$ cat src/verilog/asr_pkg.sv
package asr_pkg;
	localparam logic [11:0] ADDR_CTRL_ONE = 12'h000;
	localparam logic [11:0] ADDR_CTRL_TWO = 12'h004;
	localparam logic [11:0] ADDR_CTRL_THREE = 12'h008;
	localparam logic [11:0] ADDR_STATUS_ONE = 12'h00C;
	localparam logic [11:0] ADDR_STATUS_TWO = 12'h010;
	localparam logic [11:0] ADDR_DATA = 12'h014;
	localparam logic [11:0] ADDR_BAUD = 12'h018;
	// serial_ctrl_one fields
	localparam int C1_NINE = 0;
	localparam int C1_WAKE_ADDR = 1;
	localparam int C1_IDLE_SEL = 2;
	localparam int C1_PARITY_ON = 3;
	localparam int C1_PARITY_ODD = 4;
	localparam int C1_ENABLE = 5;
	// serial_ctrl_two fields
	localparam int C2_RX_FULL_IE = 0;
	localparam int C2_IDLE_IE = 1;
	localparam int C2_STANDBY = 2;
	localparam int C2_RX_EN = 3;
	// serial_ctrl_three fields
	localparam int C3_NINTH = 0;
	localparam int C3_PARITY_IE = 1;
	localparam int C3_FRAMING_IE = 2;
	localparam int C3_NOISE_IE = 3;
	localparam int C3_OVERRUN_IE = 4;
	// serial_status_one fields
	localparam int S1_PARITY = 0;
	localparam int S1_FRAMING = 1;
	localparam int S1_NOISE = 2;
	localparam int S1_OVERRUN = 3;
	localparam int S1_IDLE = 4;
	localparam int S1_FULL = 5;
	// serial_status_two fields
	localparam int S2_IN_PROGRESS = 0;
	localparam int S2_BREAK = 1;
	localparam logic [7:0] BAUD_RESET = 8'h00;
	localparam logic [3:0] TICK_LAST = 4'hF;
	localparam logic [3:0] TICK_START_A = 4'h3;
	localparam logic [3:0] TICK_START_B = 4'h5;
	localparam logic [3:0] TICK_START_C = 4'h7;
	localparam logic [3:0] TICK_SAMP_A = 4'h8;
	localparam logic [3:0] TICK_SAMP_B = 4'h9;
	localparam logic [3:0] TICK_SAMP_C = 4'hA;
	localparam logic [3:0] IDLE_BITS_EIGHT = 4'hA;
	localparam logic [3:0] IDLE_BITS_NINE = 4'hB;
	typedef enum logic [1:0] {ASR_HUNT, ASR_START, ASR_DATA, ASR_STOP} asr_state_e;
	// member order follows the status field positions, full on top
	typedef struct packed {
		logic full;
		logic idle;
		logic overrun;
		logic noise;
		logic framingErr;
		logic parityErr;
	} asr_flags_s;
endpackage

$ cat src/verilog/asr_receiver.sv
`timescale 1ns/1ps
module asr_receiver
	import asr_pkg::*;
#(
	parameter int BAUD_W = 8
) (
	input wire logic clk,
	input wire logic arst_n,
	input wire logic psel,
	input wire logic penable,
	input wire logic pwrite,
	input wire logic [11:0] paddr,
	input wire logic [31:0] pwdata,
	output logic [31:0] prdata,
	output logic pready,
	output logic pslverr,
	input wire logic serialInPin,
	input wire logic cpuWaitMode,
	output logic rxIrq,
	output logic errIrq,
	output logic waitWake
);
	function automatic logic maj3(input logic [2:0] s);
		return (s[0] & s[1]) | (s[0] & s[2]) | (s[1] & s[2]);
	endfunction
	function automatic logic odd3(input logic [2:0] s);
		return (s != 3'b000) && (s != 3'b111);
	endfunction

	logic [5:0] ctrlOne_q;
	logic [3:0] ctrlTwo_q;
	logic [4:0] ctrlThreeEn_q;
	logic [BAUD_W-1:0] baud_q;
	asr_flags_s flags_q;
	logic breakSeen_q;
	logic [7:0] dataBuf_q;
	logic ninth_q;
	logic statusArmed_q;
	logic pinMeta_q, pinSync_q;
	logic [BAUD_W-1:0] baudCnt_q;
	logic tick;
	asr_state_e state_q;
	logic [3:0] rt_q;
	logic [2:0] hist_q;
	logic [2:0] samp_q;
	logic [3:0] bitIdx_q;
	logic [8:0] shift_q;
	logic prevBit_q;
	logic lastPin_q;
	logic [8:0] rxData;
	logic addrMark;
	logic frameNoise_q;
	logic [3:0] onesCnt_q;
	logic idleArmed_q;
	logic idleCounting_q;
	logic busRd, busWr, statusRead, dataRead;
	logic nineBit, rxOn;
	logic sampNow, bitDone, bitVal, bitNoise;
	logic charDone, parityBad, isBreak, idleHit;

	assign nineBit = ctrlOne_q[C1_NINE];
	assign rxOn = ctrlOne_q[C1_ENABLE] & ctrlTwo_q[C2_RX_EN];
	assign busRd = psel & penable & ~pwrite;
	assign busWr = psel & penable & pwrite;
	// reads while the cpu waits neither arm nor complete flag clearing
	assign statusRead = busRd & ~cpuWaitMode & (paddr == ADDR_STATUS_ONE);
	assign dataRead = busRd & ~cpuWaitMode & (paddr == ADDR_DATA);

	always_ff @(posedge clk or negedge arst_n) begin
		if (!arst_n) begin
			pinMeta_q <= 1'b1;
			pinSync_q <= 1'b1;
		end else begin
			pinMeta_q <= serialInPin;
			pinSync_q <= pinMeta_q;
		end
	end

	// tick every baud_q+1 clocks, sixteen per bit time
	always_ff @(posedge clk or negedge arst_n) begin
		if (!arst_n) begin
			baudCnt_q <= '0;
		end else if (!rxOn || baudCnt_q == baud_q) begin
			baudCnt_q <= '0;
		end else begin
			baudCnt_q <= baudCnt_q + 1'b1;
		end
	end
	assign tick = rxOn && (baudCnt_q == baud_q);

	assign sampNow = tick && (rt_q == TICK_SAMP_C);
	assign bitVal = maj3({samp_q[1:0], pinSync_q});
	assign bitNoise = odd3({samp_q[1:0], pinSync_q});
	assign bitDone = tick && (rt_q == TICK_LAST);

	// character completes at stop bit sample
	assign charDone = sampNow && (state_q == ASR_STOP);
	// 8-bit characters still sit one place up at the stop sample
	assign rxData = nineBit ? shift_q : {1'b0, shift_q[8:1]};
	assign addrMark = nineBit ? rxData[8] : rxData[7];
	assign isBreak = charDone && !bitVal && (rxData == 9'h000) && !prevBit_q;
	always_comb begin
		logic p;
		p = ^rxData;
		// parity bit sits in top position, included in the xor
		parityBad = ctrlOne_q[C1_PARITY_ON] &&
			(p != ctrlOne_q[C1_PARITY_ODD]);
	end

	always_ff @(posedge clk or negedge arst_n) begin
		if (!arst_n) begin
			state_q <= ASR_HUNT;
			rt_q <= 4'h0;
			hist_q <= 3'b000;
			samp_q <= 3'b000;
			bitIdx_q <= 4'h0;
			shift_q <= 9'h000;
			prevBit_q <= 1'b1;
			lastPin_q <= 1'b1;
			frameNoise_q <= 1'b0;
		end else if (!rxOn) begin
			state_q <= ASR_HUNT;
			rt_q <= 4'h0;
			hist_q <= 3'b000;
		end else if (tick) begin
			rt_q <= rt_q + 4'h1;
			lastPin_q <= pinSync_q;
			if (rt_q == TICK_SAMP_A || rt_q == TICK_SAMP_B ||
				rt_q == TICK_START_A || rt_q == TICK_START_B) begin
				samp_q <= {samp_q[1:0], pinSync_q};
			end
			case (state_q)
				ASR_HUNT: begin
					hist_q <= {hist_q[1:0], pinSync_q};
					rt_q <= 4'h0;
					if (hist_q == 3'b111 && !pinSync_q) begin
						state_q <= ASR_START;
						rt_q <= 4'h2;
						frameNoise_q <= 1'b0;
					end
				end
				ASR_START: begin
					if (rt_q == TICK_START_C) begin
						// 2+ zeros of the three verify
						if (maj3({samp_q[1:0], pinSync_q})) begin
							state_q <= ASR_HUNT;
							hist_q <= 3'b000;
							rt_q <= 4'h0;
						end else if (odd3({samp_q[1:0], pinSync_q})) begin
							frameNoise_q <= 1'b1;
						end
					end
					if (rt_q == TICK_SAMP_C) begin
						if ({samp_q[1:0], pinSync_q} != 3'b000) begin
							frameNoise_q <= 1'b1;
						end
					end
					if (rt_q == TICK_LAST) begin
						state_q <= ASR_DATA;
						bitIdx_q <= 4'h0;
						prevBit_q <= 1'b0;
					end
				end
				ASR_DATA: begin
					if (rt_q == TICK_SAMP_C) begin
						shift_q <= {bitVal, shift_q[8:1]};
						prevBit_q <= bitVal;
						if (bitNoise) begin
							frameNoise_q <= 1'b1;
						end
					end
					// 1-to-0 edge just after a boundary restarts the bit;
					// only early ticks, so the bit end is never skipped
					if (prevBit_q && lastPin_q && !pinSync_q &&
						rt_q < TICK_START_A) begin
						rt_q <= 4'h2;
					end
					if (bitDone) begin
						bitIdx_q <= bitIdx_q + 4'h1;
						if (bitIdx_q == (nineBit ? 4'h8 : 4'h7)) begin
							state_q <= ASR_STOP;
						end
					end
				end
				ASR_STOP: begin
					if (rt_q == TICK_SAMP_C) begin
						state_q <= ASR_HUNT;
						hist_q <= 3'b000;
					end
				end
				default: state_q <= ASR_HUNT;
			endcase
		end
	end

	// bit timer for the idle line; the frame tick counter rests in hunt
	logic [3:0] idleDiv_q;
	logic idleBitDone;
	always_ff @(posedge clk or negedge arst_n) begin
		if (!arst_n) begin
			idleDiv_q <= 4'h0;
		end else if (state_q != ASR_HUNT || !rxOn) begin
			idleDiv_q <= 4'h0;
		end else if (tick) begin
			idleDiv_q <= idleDiv_q + 4'h1;
		end
	end
	assign idleBitDone = tick && state_q == ASR_HUNT && idleDiv_q == TICK_LAST;

	// ones counting for idle detection
	always_ff @(posedge clk or negedge arst_n) begin
		if (!arst_n) begin
			onesCnt_q <= 4'h0;
			idleArmed_q <= 1'b0;
			idleCounting_q <= 1'b0;
		end else begin
			if (sampNow) begin
				if (state_q == ASR_START) begin
					idleArmed_q <= 1'b1;
					idleCounting_q <= ~ctrlOne_q[C1_IDLE_SEL];
					onesCnt_q <= 4'h0;
				end else if (state_q == ASR_STOP) begin
					idleCounting_q <= 1'b1;
					if (ctrlOne_q[C1_IDLE_SEL] || !bitVal) begin
						onesCnt_q <= 4'h0;
					end else if (!idleHit) begin
						onesCnt_q <= onesCnt_q + 4'h1;
					end
				end else if (!idleCounting_q || !bitVal) begin
					onesCnt_q <= 4'h0;
				end else if (!idleHit) begin
					onesCnt_q <= onesCnt_q + 4'h1;
				end
			end else if (idleBitDone) begin
				if (!pinSync_q) begin
					onesCnt_q <= 4'h0;
				end else if (idleCounting_q && !idleHit) begin
					onesCnt_q <= onesCnt_q + 4'h1;
				end
			end
			// disarm at once so each idle stretch makes one event
			if (idleHit) begin
				idleArmed_q <= 1'b0;
			end
		end
	end
	// armed only at a frame's start bit sample, so one idle line flags once
	assign idleHit = idleCounting_q && idleArmed_q &&
		(onesCnt_q >= (nineBit ? IDLE_BITS_NINE : IDLE_BITS_EIGHT));

	logic idleEvent;
	// idleHit lasts one cycle, disarmed on the same edge
	assign idleEvent = idleHit;

	// status read arms clearing; data read completes it
	always_ff @(posedge clk or negedge arst_n) begin
		if (!arst_n) begin
			statusArmed_q <= 1'b0;
		end else if (dataRead) begin
			statusArmed_q <= 1'b0;
		end else if (statusRead && flags_q != '0) begin
			statusArmed_q <= 1'b1;
		end
	end

	always_ff @(posedge clk or negedge arst_n) begin
		if (!arst_n) begin
			flags_q <= '0;
			breakSeen_q <= 1'b0;
			dataBuf_q <= 8'h00;
			ninth_q <= 1'b0;
		end else begin
			if (dataRead && statusArmed_q) begin
				flags_q <= '0;
				breakSeen_q <= 1'b0;
			end
			if (idleEvent && !(ctrlTwo_q[C2_STANDBY] &&
				!ctrlOne_q[C1_WAKE_ADDR])) begin
				flags_q.idle <= 1'b1;
			end
			// set wins over a same-cycle clear
			if (charDone && !(ctrlTwo_q[C2_STANDBY] &&
				!(ctrlOne_q[C1_WAKE_ADDR] && addrMark))) begin
				if (flags_q.full && !(dataRead && statusArmed_q)) begin
					flags_q.overrun <= 1'b1;
				end else begin
					dataBuf_q <= isBreak ? 8'h00 : rxData[7:0];
					ninth_q <= isBreak ? 1'b0 : addrMark;
					flags_q.full <= 1'b1;
				end
				flags_q.framingErr <= !bitVal;
				if (bitNoise || frameNoise_q) begin
					flags_q.noise <= 1'b1;
				end
				if (parityBad) begin
					flags_q.parityErr <= 1'b1;
				end
				if (isBreak) begin
					breakSeen_q <= 1'b1;
				end
			end
		end
	end

	always_ff @(posedge clk or negedge arst_n) begin
		if (!arst_n) begin
			ctrlOne_q <= '0;
			ctrlTwo_q <= '0;
			ctrlThreeEn_q <= '0;
			baud_q <= BAUD_RESET[BAUD_W-1:0];
		end else begin
			if (busWr && !cpuWaitMode) begin
				case (paddr)
					ADDR_CTRL_ONE: ctrlOne_q <= pwdata[5:0];
					ADDR_CTRL_TWO: ctrlTwo_q <= pwdata[3:0];
					ADDR_CTRL_THREE: ctrlThreeEn_q <= {1'b0, pwdata[4:1]};
					ADDR_BAUD: baud_q <= pwdata[BAUD_W-1:0];
					default: ;
				endcase
			end
			// wakeup clears standby, overriding a write
			if (ctrlTwo_q[C2_STANDBY]) begin
				if (charDone && ctrlOne_q[C1_WAKE_ADDR] && addrMark) begin
					ctrlTwo_q[C2_STANDBY] <= 1'b0;
				end
				if (!ctrlOne_q[C1_WAKE_ADDR] && idleHit) begin
					ctrlTwo_q[C2_STANDBY] <= 1'b0;
				end
			end
		end
	end

	always_ff @(posedge clk or negedge arst_n) begin
		if (!arst_n) begin
			rxIrq <= 1'b0;
			errIrq <= 1'b0;
			waitWake <= 1'b0;
		end else begin
			rxIrq <= !ctrlTwo_q[C2_STANDBY] &&
				((flags_q.full && ctrlTwo_q[C2_RX_FULL_IE]) ||
				(flags_q.idle && ctrlTwo_q[C2_IDLE_IE]));
			errIrq <= !ctrlTwo_q[C2_STANDBY] &&
				((flags_q.overrun && ctrlThreeEn_q[C3_OVERRUN_IE - 1]) ||
				(flags_q.noise && ctrlThreeEn_q[C3_NOISE_IE - 1]) ||
				(flags_q.framingErr && ctrlThreeEn_q[C3_FRAMING_IE - 1]) ||
				(flags_q.parityErr && ctrlThreeEn_q[C3_PARITY_IE - 1]));
			waitWake <= cpuWaitMode && (rxIrq || errIrq);
		end
	end

	always_ff @(posedge clk or negedge arst_n) begin
		if (!arst_n) begin
			prdata <= 32'h0000_0000;
			pready <= 1'b0;
			pslverr <= 1'b0;
		end else begin
			pready <= psel && !penable;
			pslverr <= 1'b0;
			prdata <= 32'h0000_0000;
			if (psel && !penable && !pwrite) begin
				case (paddr)
					ADDR_CTRL_ONE: prdata <= {26'h0, ctrlOne_q};
					ADDR_CTRL_TWO: prdata <= {28'h0, ctrlTwo_q};
					ADDR_CTRL_THREE: prdata <= {26'h0, ctrlThreeEn_q, ninth_q};
					ADDR_STATUS_ONE: prdata <= {26'h0, flags_q};
					ADDR_STATUS_TWO: prdata <= {30'h0, breakSeen_q,
						state_q != ASR_HUNT};
					ADDR_DATA: prdata <= {24'h0, dataBuf_q};
					ADDR_BAUD: prdata <= {{(32 - BAUD_W){1'b0}}, baud_q};
					default: pslverr <= 1'b1;
				endcase
			end else if (psel && !penable) begin
				case (paddr)
					ADDR_CTRL_ONE, ADDR_CTRL_TWO, ADDR_CTRL_THREE,
					ADDR_BAUD: pslverr <= 1'b0;
					default: pslverr <= 1'b1;
				endcase
			end
		end
	end

	a_start_noise: assert property (@(posedge clk) disable iff (!arst_n)
		charDone && frameNoise_q |=> flags_q.noise)
		else $error("noise lost at character end");
	a_frame_with_full: assert property (@(posedge clk) disable iff (!arst_n)
		charDone && !bitVal && !ctrlTwo_q[C2_STANDBY] |=> flags_q.framingErr)
		else $error("framing error not set");
	a_overrun_keeps: assert property (@(posedge clk) disable iff (!arst_n)
		$rose(flags_q.overrun) |-> $stable(dataBuf_q))
		else $error("overrun changed buffer");
	a_standby_quiet: assert property (@(posedge clk) disable iff (!arst_n)
		ctrlTwo_q[C2_STANDBY] && $past(ctrlTwo_q[C2_STANDBY]) |=> !rxIrq)
		else $error("irq during standby");
	a_break_clears: assert property (@(posedge clk) disable iff (!arst_n)
		$rose(breakSeen_q) |-> dataBuf_q == 8'h00 && !ninth_q)
		else $error("break did not clear buffer");
	a_start_fail: assert property (@(posedge clk) disable iff (!arst_n)
		tick && state_q == ASR_START && rt_q == TICK_START_C &&
		maj3({samp_q[1:0], pinSync_q}) |=> state_q == ASR_HUNT)
		else $error("failed start not abandoned");
	a_tick_rate: assert property (@(posedge clk) disable iff (!arst_n)
		tick && state_q == ASR_DATA && rt_q == 4'h3 |=> rt_q == 4'h4)
		else $error("tick counter skipped");
	a_full_clear: assert property (@(posedge clk) disable iff (!arst_n)
		dataRead && statusArmed_q && !charDone && !idleEvent |=> !flags_q.full)
		else $error("full not cleared");
endmodule

$ cat config.mk
export PLATFORM = sky130hd
export DESIGN_NAME = asr_receiver
export DESIGN_NICKNAME = d
export VERILOG_FILES = /design/src/verilog/asr_pkg.sv /design/src/verilog/asr_receiver.sv
export SDC_FILE = /design/constraint.sdc
export NUM_CORES = 1
export LEC_CHECK = 0
export ABC_AREA = 1
export BUFFER_PORTS_ARGS = -buffer_cell sky130_fd_sc_hd__buf_2
export CAP_MARGIN = 20
export CORE_UTILIZATION = 50
export DETAILED_ROUTE_END_ITERATION = 8
export PLACE_DENSITY = 0.82
export SETUP_SLACK_MARGIN = 0.02
export SLEW_MARGIN = 10
export SYNTH_ARGS = -nofsm -noshare
export SYNTH_HDL_FRONTEND = slang
export SYNTH_SLANG_ARGS = --single-unit
$ cat constraint.sdc
create_clock -name clk -period 2.3 [get_ports clk]
set_input_delay 0.345 -clock clk [delete_from_list [all_inputs] [get_ports clk]]
set_output_delay 0.345 -clock clk [all_outputs]
set_load 0.005 [all_outputs]
[Word level (Yosys, flattened, before mapping)]
Cells that the tools add are included.
Cells by class
  add/subtract/negate cells: 5
  $lt $le $gt $ge: 2
  equal/unequal tests: 37
  mux-type cells: 84
  bitwise logic cells: 16
  reductions and logical operators: 104
Operators with widths (count)
  two-way mux 4 bit: 20
  one-hot mux 8 bit (7 select lines): 1
  logical AND 1 bit: 41
  equality test 12 x 5 -> 1 bit, second input constant: 3
  two-way mux 1 bit: 35
  equality test 12 x 4 -> 1 bit, second input constant: 2
  two-way mux 8 bit: 3
  two-way mux 3 bit: 7
  inequality test 3 bit, second input constant: 7
  equality test 4 bit, second input constant: 5
  two-way mux 2 bit: 10
  AND reduction 5 bit: 4
  nonzero test 2 bit: 10
  AND reduction 2 bit: 9
  adder 4 x 1 -> 4 bit, second input constant: 4
  zero test 1 bit: 15
  logical OR 1 bit: 13
  equality test 12 x 3 -> 1 bit, second input constant: 1
  zero test 12 bit: 1
  one-hot mux 4 bit (3 select lines): 1
  AND 1 bit: 10
  inequality test 2 bit, second input constant: 5
  zero test 9 bit: 1
  two-way mux 9 bit: 1
  other kinds (31): 39
Word-level totals
  register bits: 123
  input bits: 51
  output and inout bits: 37
  word-level logic and storage cells: 285

[Longest topological paths before layout]
Gate-level depths: netlist of the first run.
  depth in word-level cells: 9
  depth in mapped cells: 13
  gate-level depth less buffers: 13

[Worst setup path after synthesis of the first run]
OpenSTA, ideal clock, no wires.
  path kind: register -> register
  start: register ctrlOne_q[0]
  end: register flags_q[0] (netlist name)
  setup time: 0.083 ns
  data arrival time: 1.978 ns
  data required time: 2.217 ns
  path slack: 0.240 ns
  cell stages (with the launch flop): 11
  buffers on the path: 2
  clock period less this slack: 2.060 ns
  cells stage by stage: dfrtp_1 -> clkbuf_1 -> clkbuf_1 -> nand2_1 -> o21ai_0 -> ha_1 -> xnor2_1 -> xor2_1 -> xnor2_1 -> nand2_1 -> o21ai_0
On the way
  word-level cells in the longest chain between the ends: 8
  elaborated cells on any way between the ends: 12
  those cells by class: 1 x eq/ne; 4 x mux; 7 x reduce/logical
Ends and longest elaborated chain
  start: declaration: RTL line asr_receiver.sv:30  | logic [5:0] ctrlOne_q;
  start signal: assignment: RTL line asr_receiver.sv:314  | ADDR_CTRL_ONE: ctrlOne_q <= pwdata[5:0];
  parallel branches: the longest is 7 deep, another holds two-way mux 9 bit
  two-way mux 4 bit *: RTL line asr_receiver.sv:282  | if (charDone && !(ctrlTwo_q[C2_STANDBY] &&
  end: declaration: RTL line asr_receiver.sv:34  | asr_flags_s flags_q;
Mark *: on every way between the ends.
A chain may end at the register's enable or synchronous reset.

[Final worst setup path of the first run]
  start: register ctrlOne_q[0]
  end: register dataBuf_q[4]
On the way
  word-level cells in the longest chain between the ends: 8
  elaborated cells on any way between the ends: 12
  those cells by class: 3 x mux; 9 x reduce/logical
Ends and longest elaborated chain
  two-way mux 9 bit: RTL line asr_receiver.sv:99  | assign rxData = nineBit ? shift_q : {1'b0, shift_q[8:1]};
  two-way mux 1 bit: RTL line asr_receiver.sv:100  | assign addrMark = nineBit ? rxData[8] : rxData[7];
  logical AND 1 bit: RTL line asr_receiver.sv:283  | !(ctrlOne_q[C1_WAKE_ADDR] && addrMark))) begin
  zero test 1 bit: RTL line asr_receiver.sv:283
  logical AND 1 bit: RTL line asr_receiver.sv:282
  zero test 1 bit: RTL line asr_receiver.sv:282
  logical AND 1 bit: RTL line asr_receiver.sv:282
  AND reduction 2 bit (no line)
  end signal: assignment: RTL line asr_receiver.sv:287  | dataBuf_q <= isBreak ? 8'h00 : rxData[7:0];
  end: declaration: RTL line asr_receiver.sv:36  | logic [7:0] dataBuf_q;
Parallel ways exist; a longest one is shown, timed or not.

==> flow_summary.toml, run 1 <==
[synth]
synthSimpleGateAreaFrac = 0.3194
synth_compound_area_frac = 0.09968
synth_xor_area_frac = 0.01665
synth_cell_type_count = 41
synth_top_family_by_area = "simple AND/OR/NAND/NOR gates"
synthAdderAreaFrac = 0.03676
ys_ff_latch = 99
yosysSeqAreaShare = 0.4290
syn_inst = 772
syn-cell-area_um2 = 5787
yosys_warnings = 0
synth.avg_cell_area_um2 = 7.496
muxShareOfSynthArea = 0

[clock_tree]
numCtsBuffers = 9
clk_latency_ns = 0.35
post_cts.repair.setup_buffers = 0
path_clk_slew_ns = 0.07
cts_tree = "done"
cts_max_path_buffers = 2
clock-sinks = 99
root_buffer = "clkbuf_16"
htreeDepth = 3

[worst_setup_path]
worst_path_most_repeated_cell = "nand2_1"
critPathArrivalTime_ns = 2.25
critical_path_required_ns = 2.54
critical-path-max-stage-delay_ns = 0.54
crit_family = "simple AND/OR/NAND/NOR gates"
slowest_stage = "dfrtp_2"
r2r-start = "ctrlOne_q[0]$_DFFE_PN0P_"
crit_buf_inv = 0
end_kind = "register"
worstPathCellList = "o21ai_0, ha_1, nand2_1, nor3_1, nand2_1, nor2_4, nor2_1, nand2_1, nand2_1"
start_kind = "register"
cp_max_fo = 20
worst-setup-path-type = "register to register"
cp-startpoint = "ctrlOne_q[0]$_DFFE_PN0P_"

[sta]
fin_setup_tns_ns = 0
finalHoldViolations = 0
setup_viol = 0
slew_violations = 0
rsz0062_at_grt = "false"
min_period_ns = 2.001
hold-worst-slack_ns = 0.09474
clock.fmax_ghz = 0.4998
skew_ns = 0.01087
fin_crit_sh = 0.8699

[cells_and_area]
final_util = 0.5791
layout.nets = 892
drive_above_1_share = 0.1244
final_area_um2 = 6415
diodes = 0
area_growth_pct = 10.85

[place]
dpl-instance-area_um2 = 6112
gp_congestion = 0.9778
hpwl_um = 9558
numPortBuffers = 39

[run]
cap_violations = 0

[detailed_routing]
vias = 4997
viasPerCell = 5.162
wirelength_um = 12570
drt_iter0_drc = 331
drt-wirelength-per-cell_um = 12.99
first_pass_iters = 4
drc = 0
drtAntennaViolNets = 0

[power_and_ir_drop]
p_leak_nw = 3.278
power.density_nw_per_um2 = 523.0
vdd.ir_drop.worst_mv = 0.4711
totalPowerFinal_mw = 3.355

[worst_hold_path]
hp-start = "serialInPin"
min_path_type = "primary input to register"

[die]
coreArea_um2 = 11080
die_area_um2 = 12010
die_x_um = 109.6
initial_core_util = 0.5224
ios = 88
die_h_um = 109.6
rows = 38

[status]
outcome = "finished clean"

[grt]
grt_max_degree = 45
antenna_found_initial = 0
grt_pass1_wl_um = 21030
grt_pass1_vias = 4537
grt_use_total = 0.2278
overflow = 0
area by class of cell:
cell class	instances	area (um^2)
tap	140	175.2
inverter	92	345.3
fill	1003	4663
clock buffer	10	229.0
sequential	99	2484
clock inverter	5	62.56
multi-input combinational	572	2824
timing repair buffer	50	295.3
power by group:
group	internal (mW)	total [mW]	switching (mW)
Clock	0.843	1.50	0.653
Sequential	1.75	1.75	0.00352
Combinational	0.0322	0.109	0.0769
synth_stat cells:
| library cell | number | area, um^2 |
|---|---|---|
| nand2_1 | 250 | 938.4 |
| dfrtp_1 | 95 | 2377 |
| inv_1 | 82 | 307.8 |
| o21ai_0 | 77 | 385.4 |
| nor2_1 | 66 | 247.7 |
| nand3_1 | 36 | 180.2 |
| buf_4 | 24 | 180.2 |
| a21oi_1 | 19 | 95.09 |
| ha_1 | 17 | 212.7 |
| nor3_1 | 15 | 75.07 |
| nand4_1 | 9 | 56.30 |
| inv_2 | 8 | 30.03 |
| xor2_1 | 7 | 61.31 |
| nand2_2 | 5 | 31.28 |
| clkbuf_1 | 4 | 15.01 |
| dfstp_2 | 4 | 105.1 |
| nor2_8 | 4 | 80.08 |
| o22ai_1 | 4 | 25.02 |
| or2_2 | 4 | 25.02 |
| xnor2_1 | 4 | 35.03 |
| buf_2 | 3 | 15.01 |
| nand3b_1 | 3 | 22.52 |
| nor2_2 | 3 | 18.77 |
| nor2_4 | 3 | 33.78 |
| o211ai_1 | 3 | 22.52 |
| clkinv_1 | 2 | 7.510 |
| nand2_4 | 2 | 22.52 |
| nand3_2 | 2 | 20.02 |
| nand3_4 | 2 | 35.03 |
| nor3b_1 | 2 | 15.01 |
| o21ai_1 | 2 | 10.01 |
| o31ai_1 | 2 | 15.01 |
| a22o_1 | 1 | 8.760 |
| a31oi_1 | 1 | 6.260 |
| and3_1 | 1 | 6.260 |
| buf_6 | 1 | 11.26 |
| conb_1 | 1 | 3.750 |
| nand4_2 | 1 | 12.51 |
| nand4_4 | 1 | 21.27 |
| nor4_1 | 1 | 6.260 |
| o2111ai_1 | 1 | 8.760 |
logic make-up (layout without fill, tap and decap cells):
kind of cell,Yosys count,in the layout
compound gates,110,110
xor+xnor,11,11
fa+ha+maj,17,17
buf+inv,124,157
flops,99,99
other cells,1,24
simple gates,410,410
sequential cells by signal (all words and copies together) (netlist names), 3 cells and up:
register / flops
rt_q: 4
shift_q: 9
baudCnt_q: 8
onesCnt_q: 4
bitIdx_q: 4
ctrlOne_q: 6
ctrlThreeEn_q: 4
baud_q: 8
flags_q: 6
hist_q: 3
prdata: 8
ctrlTwo_q: 4
dataBuf_q: 8
idleDiv_q: 4
layout by cell type (no fill, tap or decap), types with 5 or more instances in the layout:
cell type	instances
nand2_1	250
dfrtp_1	94
inv_1	82
o21ai_0	77
nor2_1	66
buf_2	38
nand3_1	36
conb_1	24
a21oi_1	19
ha_1	17
nor3_1	15
buf_4	10
nand4_1	9
clkbuf_16	9
inv_2	8
xor2_1	7
nand2_2	5
routing by layer:
metal  track usage  vias to the layer above  wire length [um]
li1              -                     2521                 -
met1        0.2892                     2281              5501
met2        0.3827                      165              5986
met3       0.04031                       30               734
met4       0.09524                        0               349
met5             0                        -                 0
final timing paths:
| kind | cells past startpoint | slack (ns) | endpoint |
|---|---|---|---|
| worst max-delay path | 9 | 0.30 | dataBuf_q[4]$_DFFE_PN0P_ |
| max in group asynchronous | 3 | 1.10 | pinMeta_q$_DFF_PN1_ |
| min in group asynchronous | 2 | 0.47 | dataBuf_q[4]$_DFFE_PN0P_ |
| worst max register to register | 9 | 0.30 | dataBuf_q[4]$_DFFE_PN0P_ |
| worst min-delay path | 1 | 0.09 | pinMeta_q$_DFF_PN1_ |
| worst min register to register | 0 | 0.36 | pinSync_q$_DFF_PN1_ |
through the flow:
stage          setup WS [ns]  instances
6_report              0.2993        968
5_1_grt               0.1076        968
4_1_cts              0.08293        968
3_5_place_dp          0.1112        952
3_3_place_gp          0.1807        952
2_1_floorplan         0.2396        795
what timing repair did:
action,in CTS,in global routing
setup endpoints to repair,0,15
gates resized for setup,0,1
hold buffers,1,0
hold endpoints to repair,31,0
worst reg2reg max path, cell delays in order, from the launching register on:
cell and delay (ns):
dfrtp_2 0.54, o21ai_0 0.31, ha_1 0.20, nand2_1 0.06, nor3_1 0.23, nand2_1 0.13, nor2_4 0.24, nor2_1 0.07
nand2_1 0.08, nand2_1 0.05
Power figures use the tool's default switching activity.
==> run 2: changes to the inputs <==
--- a/config.mk
+++ b/config.mk
@@ -8,9 +8,11 @@
 export ABC_AREA = 1
 export BUFFER_PORTS_ARGS = -buffer_cell sky130_fd_sc_hd__buf_2
 export CAP_MARGIN = 20
-export CORE_UTILIZATION = 50
+export CELL_PAD_IN_SITES_DETAIL_PLACEMENT = 1
+export CELL_PAD_IN_SITES_GLOBAL_PLACEMENT = 2
+export CORE_UTILIZATION = 33
 export DETAILED_ROUTE_END_ITERATION = 8
-export PLACE_DENSITY = 0.82
+export PLACE_DENSITY = 0.91
 export SETUP_SLACK_MARGIN = 0.02
 export SLEW_MARGIN = 10
 export SYNTH_ARGS = -nofsm -noshare
==> run 2 against run 1 <==
Compared with the run above: clock skew shrank 0.0021 ns; combinational power up 5%; fmax shrank 0.60%; flip-flop and latch count unchanged; worst setup slack got worse by 0.012 ns; routed wire length rose by 24%; first-iteration DRC count shrank 19%; register-to-register slack about the same; cell count is 9.2% higher; sequential share of layout area is 0.88 points lower; design area up 2.3%; hold slack got worse by 0.014 ns; critical path type unchanged; largest cell class unchanged.
==> flow_summary.toml, run 2 (same netlist as run 1, synthesis figures left out) <==
[detailed_routing]
drt-wirelength-per-cell_um = 14.70
first_pass_iters = 5
drt_iter0_drc = 269
vias = 5054
viasPerCell = 4.781
drtAntennaViolNets = 0
drc = 0
wirelength_um = 15540

[cells_and_area]
layout_commonest_cell = "nand2_1"
drive_above_1_share = 0.1286
top_register = "shift_q"
area_growth_pct = 13.38
layout.nets = 896
layout_common_cells = "nand2_1 (250), dfrtp_1 (95), inv_1 (82)"
diodes = 0
largest_reg_flops = 9
final_area_um2 = 6561

[worst_setup_path]
end_kind = "register"
critical_path_required_ns = 2.58
critPathArrivalTime_ns = 2.29
worst-setup-path-type = "register to register"
start_kind = "register"
critical-path-max-stage-delay_ns = 0.44
worstPathCellList = "buf_12, o21ai_0, ha_1, xnor2_1, xor2_1, xnor2_1, nand2_1, o21ai_0"
cp_max_fo = 18
slowest_stage = "dfrtp_1"

[power_and_ir_drop]
vdd.ir_drop.worst_mv = 0.3560
power.density_nw_per_um2 = 520.8
p_leak_nw = 3.310

[place]
numPortBuffers = 39
hpwl_um = 11950
gp_congestion = 0.8730
dpl-instance-area_um2 = 6261

[die]
coreArea_um2 = 17240
initial_core_util = 0.3357
die_h_um = 134.4
die_area_um2 = 18070
die_x_um = 134.4
ios = 88
rows = 48

[clock_tree]
path_clk_slew_ns = 0.07
root_buffer = "clkbuf_16"
numCtsBuffers = 9
cts_max_path_buffers = 2
cts-resized-gates = 0
clk_latency_ns = 0.36
htreeDepth = 3
cts_tree = "done"
clock-sinks = 99

[sta]
max_slew.worst_pin.slew_ns = 0.5577
fin_crit_sh = 0.8751
finalHoldViolations = 0
maxSlewHeadroom = 0.6243
skew_ns = 0.008783
fin_setup_tns_ns = 0
clock.fmax_ghz = 0.4968
rsz0062_at_grt = "false"
slew_violations = 0
min_period_ns = 2.013
setup_viol = 0

[grt]
antenna_found_initial = 0
grt_pass1_vias = 4942
grt_max_degree = 50
overflow = 0
grt_use_total = 0.1829
grt_pass1_wl_um = 25810

[run]
cap_violations = 0

[worst_hold_path]
min_path_type = "primary input to register"

[status]
outcome = "finished clean"
## run 2: timing repair
action                                  CTS  global route
endpoints found under the setup margin    0             0
endpoints found under the hold margin    30             0
buffers inserted                          0             0
hold buffers                              1             0
## run 2: worst max-delay path, delay by kind of cell (launching register included)
| kind | cells | cell delay [ns] |
|---|---|---|
| DFF | 1 | 0.44 |
| xor gates and xnor gates | 3 | 0.55 |
| adders and majority gates | 1 | 0.30 |
| and+or+nand+nor | 1 | 0.06 |
| AOI/OAI and AO/OA | 2 | 0.41 |
| buffers and inverters | 1 | 0.18 |
## run 2: worst paths after layout
check                                    startpoint                    to  slack (ns)  cells after the start
setup reg to reg           ctrlOne_q[0]$_DFFE_PN0P_  flags_q[0]$_DFF_PN0_        0.29                      8
hold / removal                          serialInPin   pinMeta_q$_DFF_PN1_        0.08                      1
min in group asynchronous                    arst_n      pready$_DFF_PN0_        0.48                      2
setup / recovery           ctrlOne_q[0]$_DFFE_PN0P_  flags_q[0]$_DFF_PN0_        0.29                      8
max in group asynchronous                    arst_n   pinSync_q$_DFF_PN1_        1.11                      3
hold reg to reg                 pinMeta_q$_DFF_PN1_   pinSync_q$_DFF_PN1_        0.36                      0
## run 2: per-stage QoR
stage	util	setup slack (ns)	instances	power [mW]	hold slack (ns)
floorplan	-	0.2396	795	1.847	0.04941
global placement	0.3632	0.3146	1041	1.897	0.3270
detailed placement	0.3632	0.2869	1041	1.899	0.3260
CTS	0.3807	0.2622	1057	3.462	0.06983
global route	0.3807	0.1060	1057	3.537	0.07344
finish	0.3807	0.2873	1057	3.417	0.08049
## run 2: layout make-up
type                       count  area, um^2
timing repair buffer          54       337.8
inverter                      92       345.3
clock buffer                   9       225.2
multi-input combinational    572        2824
tap                          225       281.5
clock inverter                 6       65.06
sequential                    99        2482
fill                        2162       10680
## run 2: metal layers
metal | GRT usage | routed length, um | part of all wire
met5 | 0 | 0 | 0
met4 | 0.05181 | 215 | 0.014
met3 | 0.02910 | 416 | 0.027
met2 | 0.3149 | 7603 | 0.49
met1 | 0.2363 | 7304 | 0.47
## run 2: power by group
group | total, mW | switching (mW) | internal, mW
logic | 0.114 | 0.0818 | 0.0323
registers | 1.75 | 0.00356 | 1.75
clock network | 1.55 | 0.711 | 0.843
total | 3.42 | 0.797 | 2.62
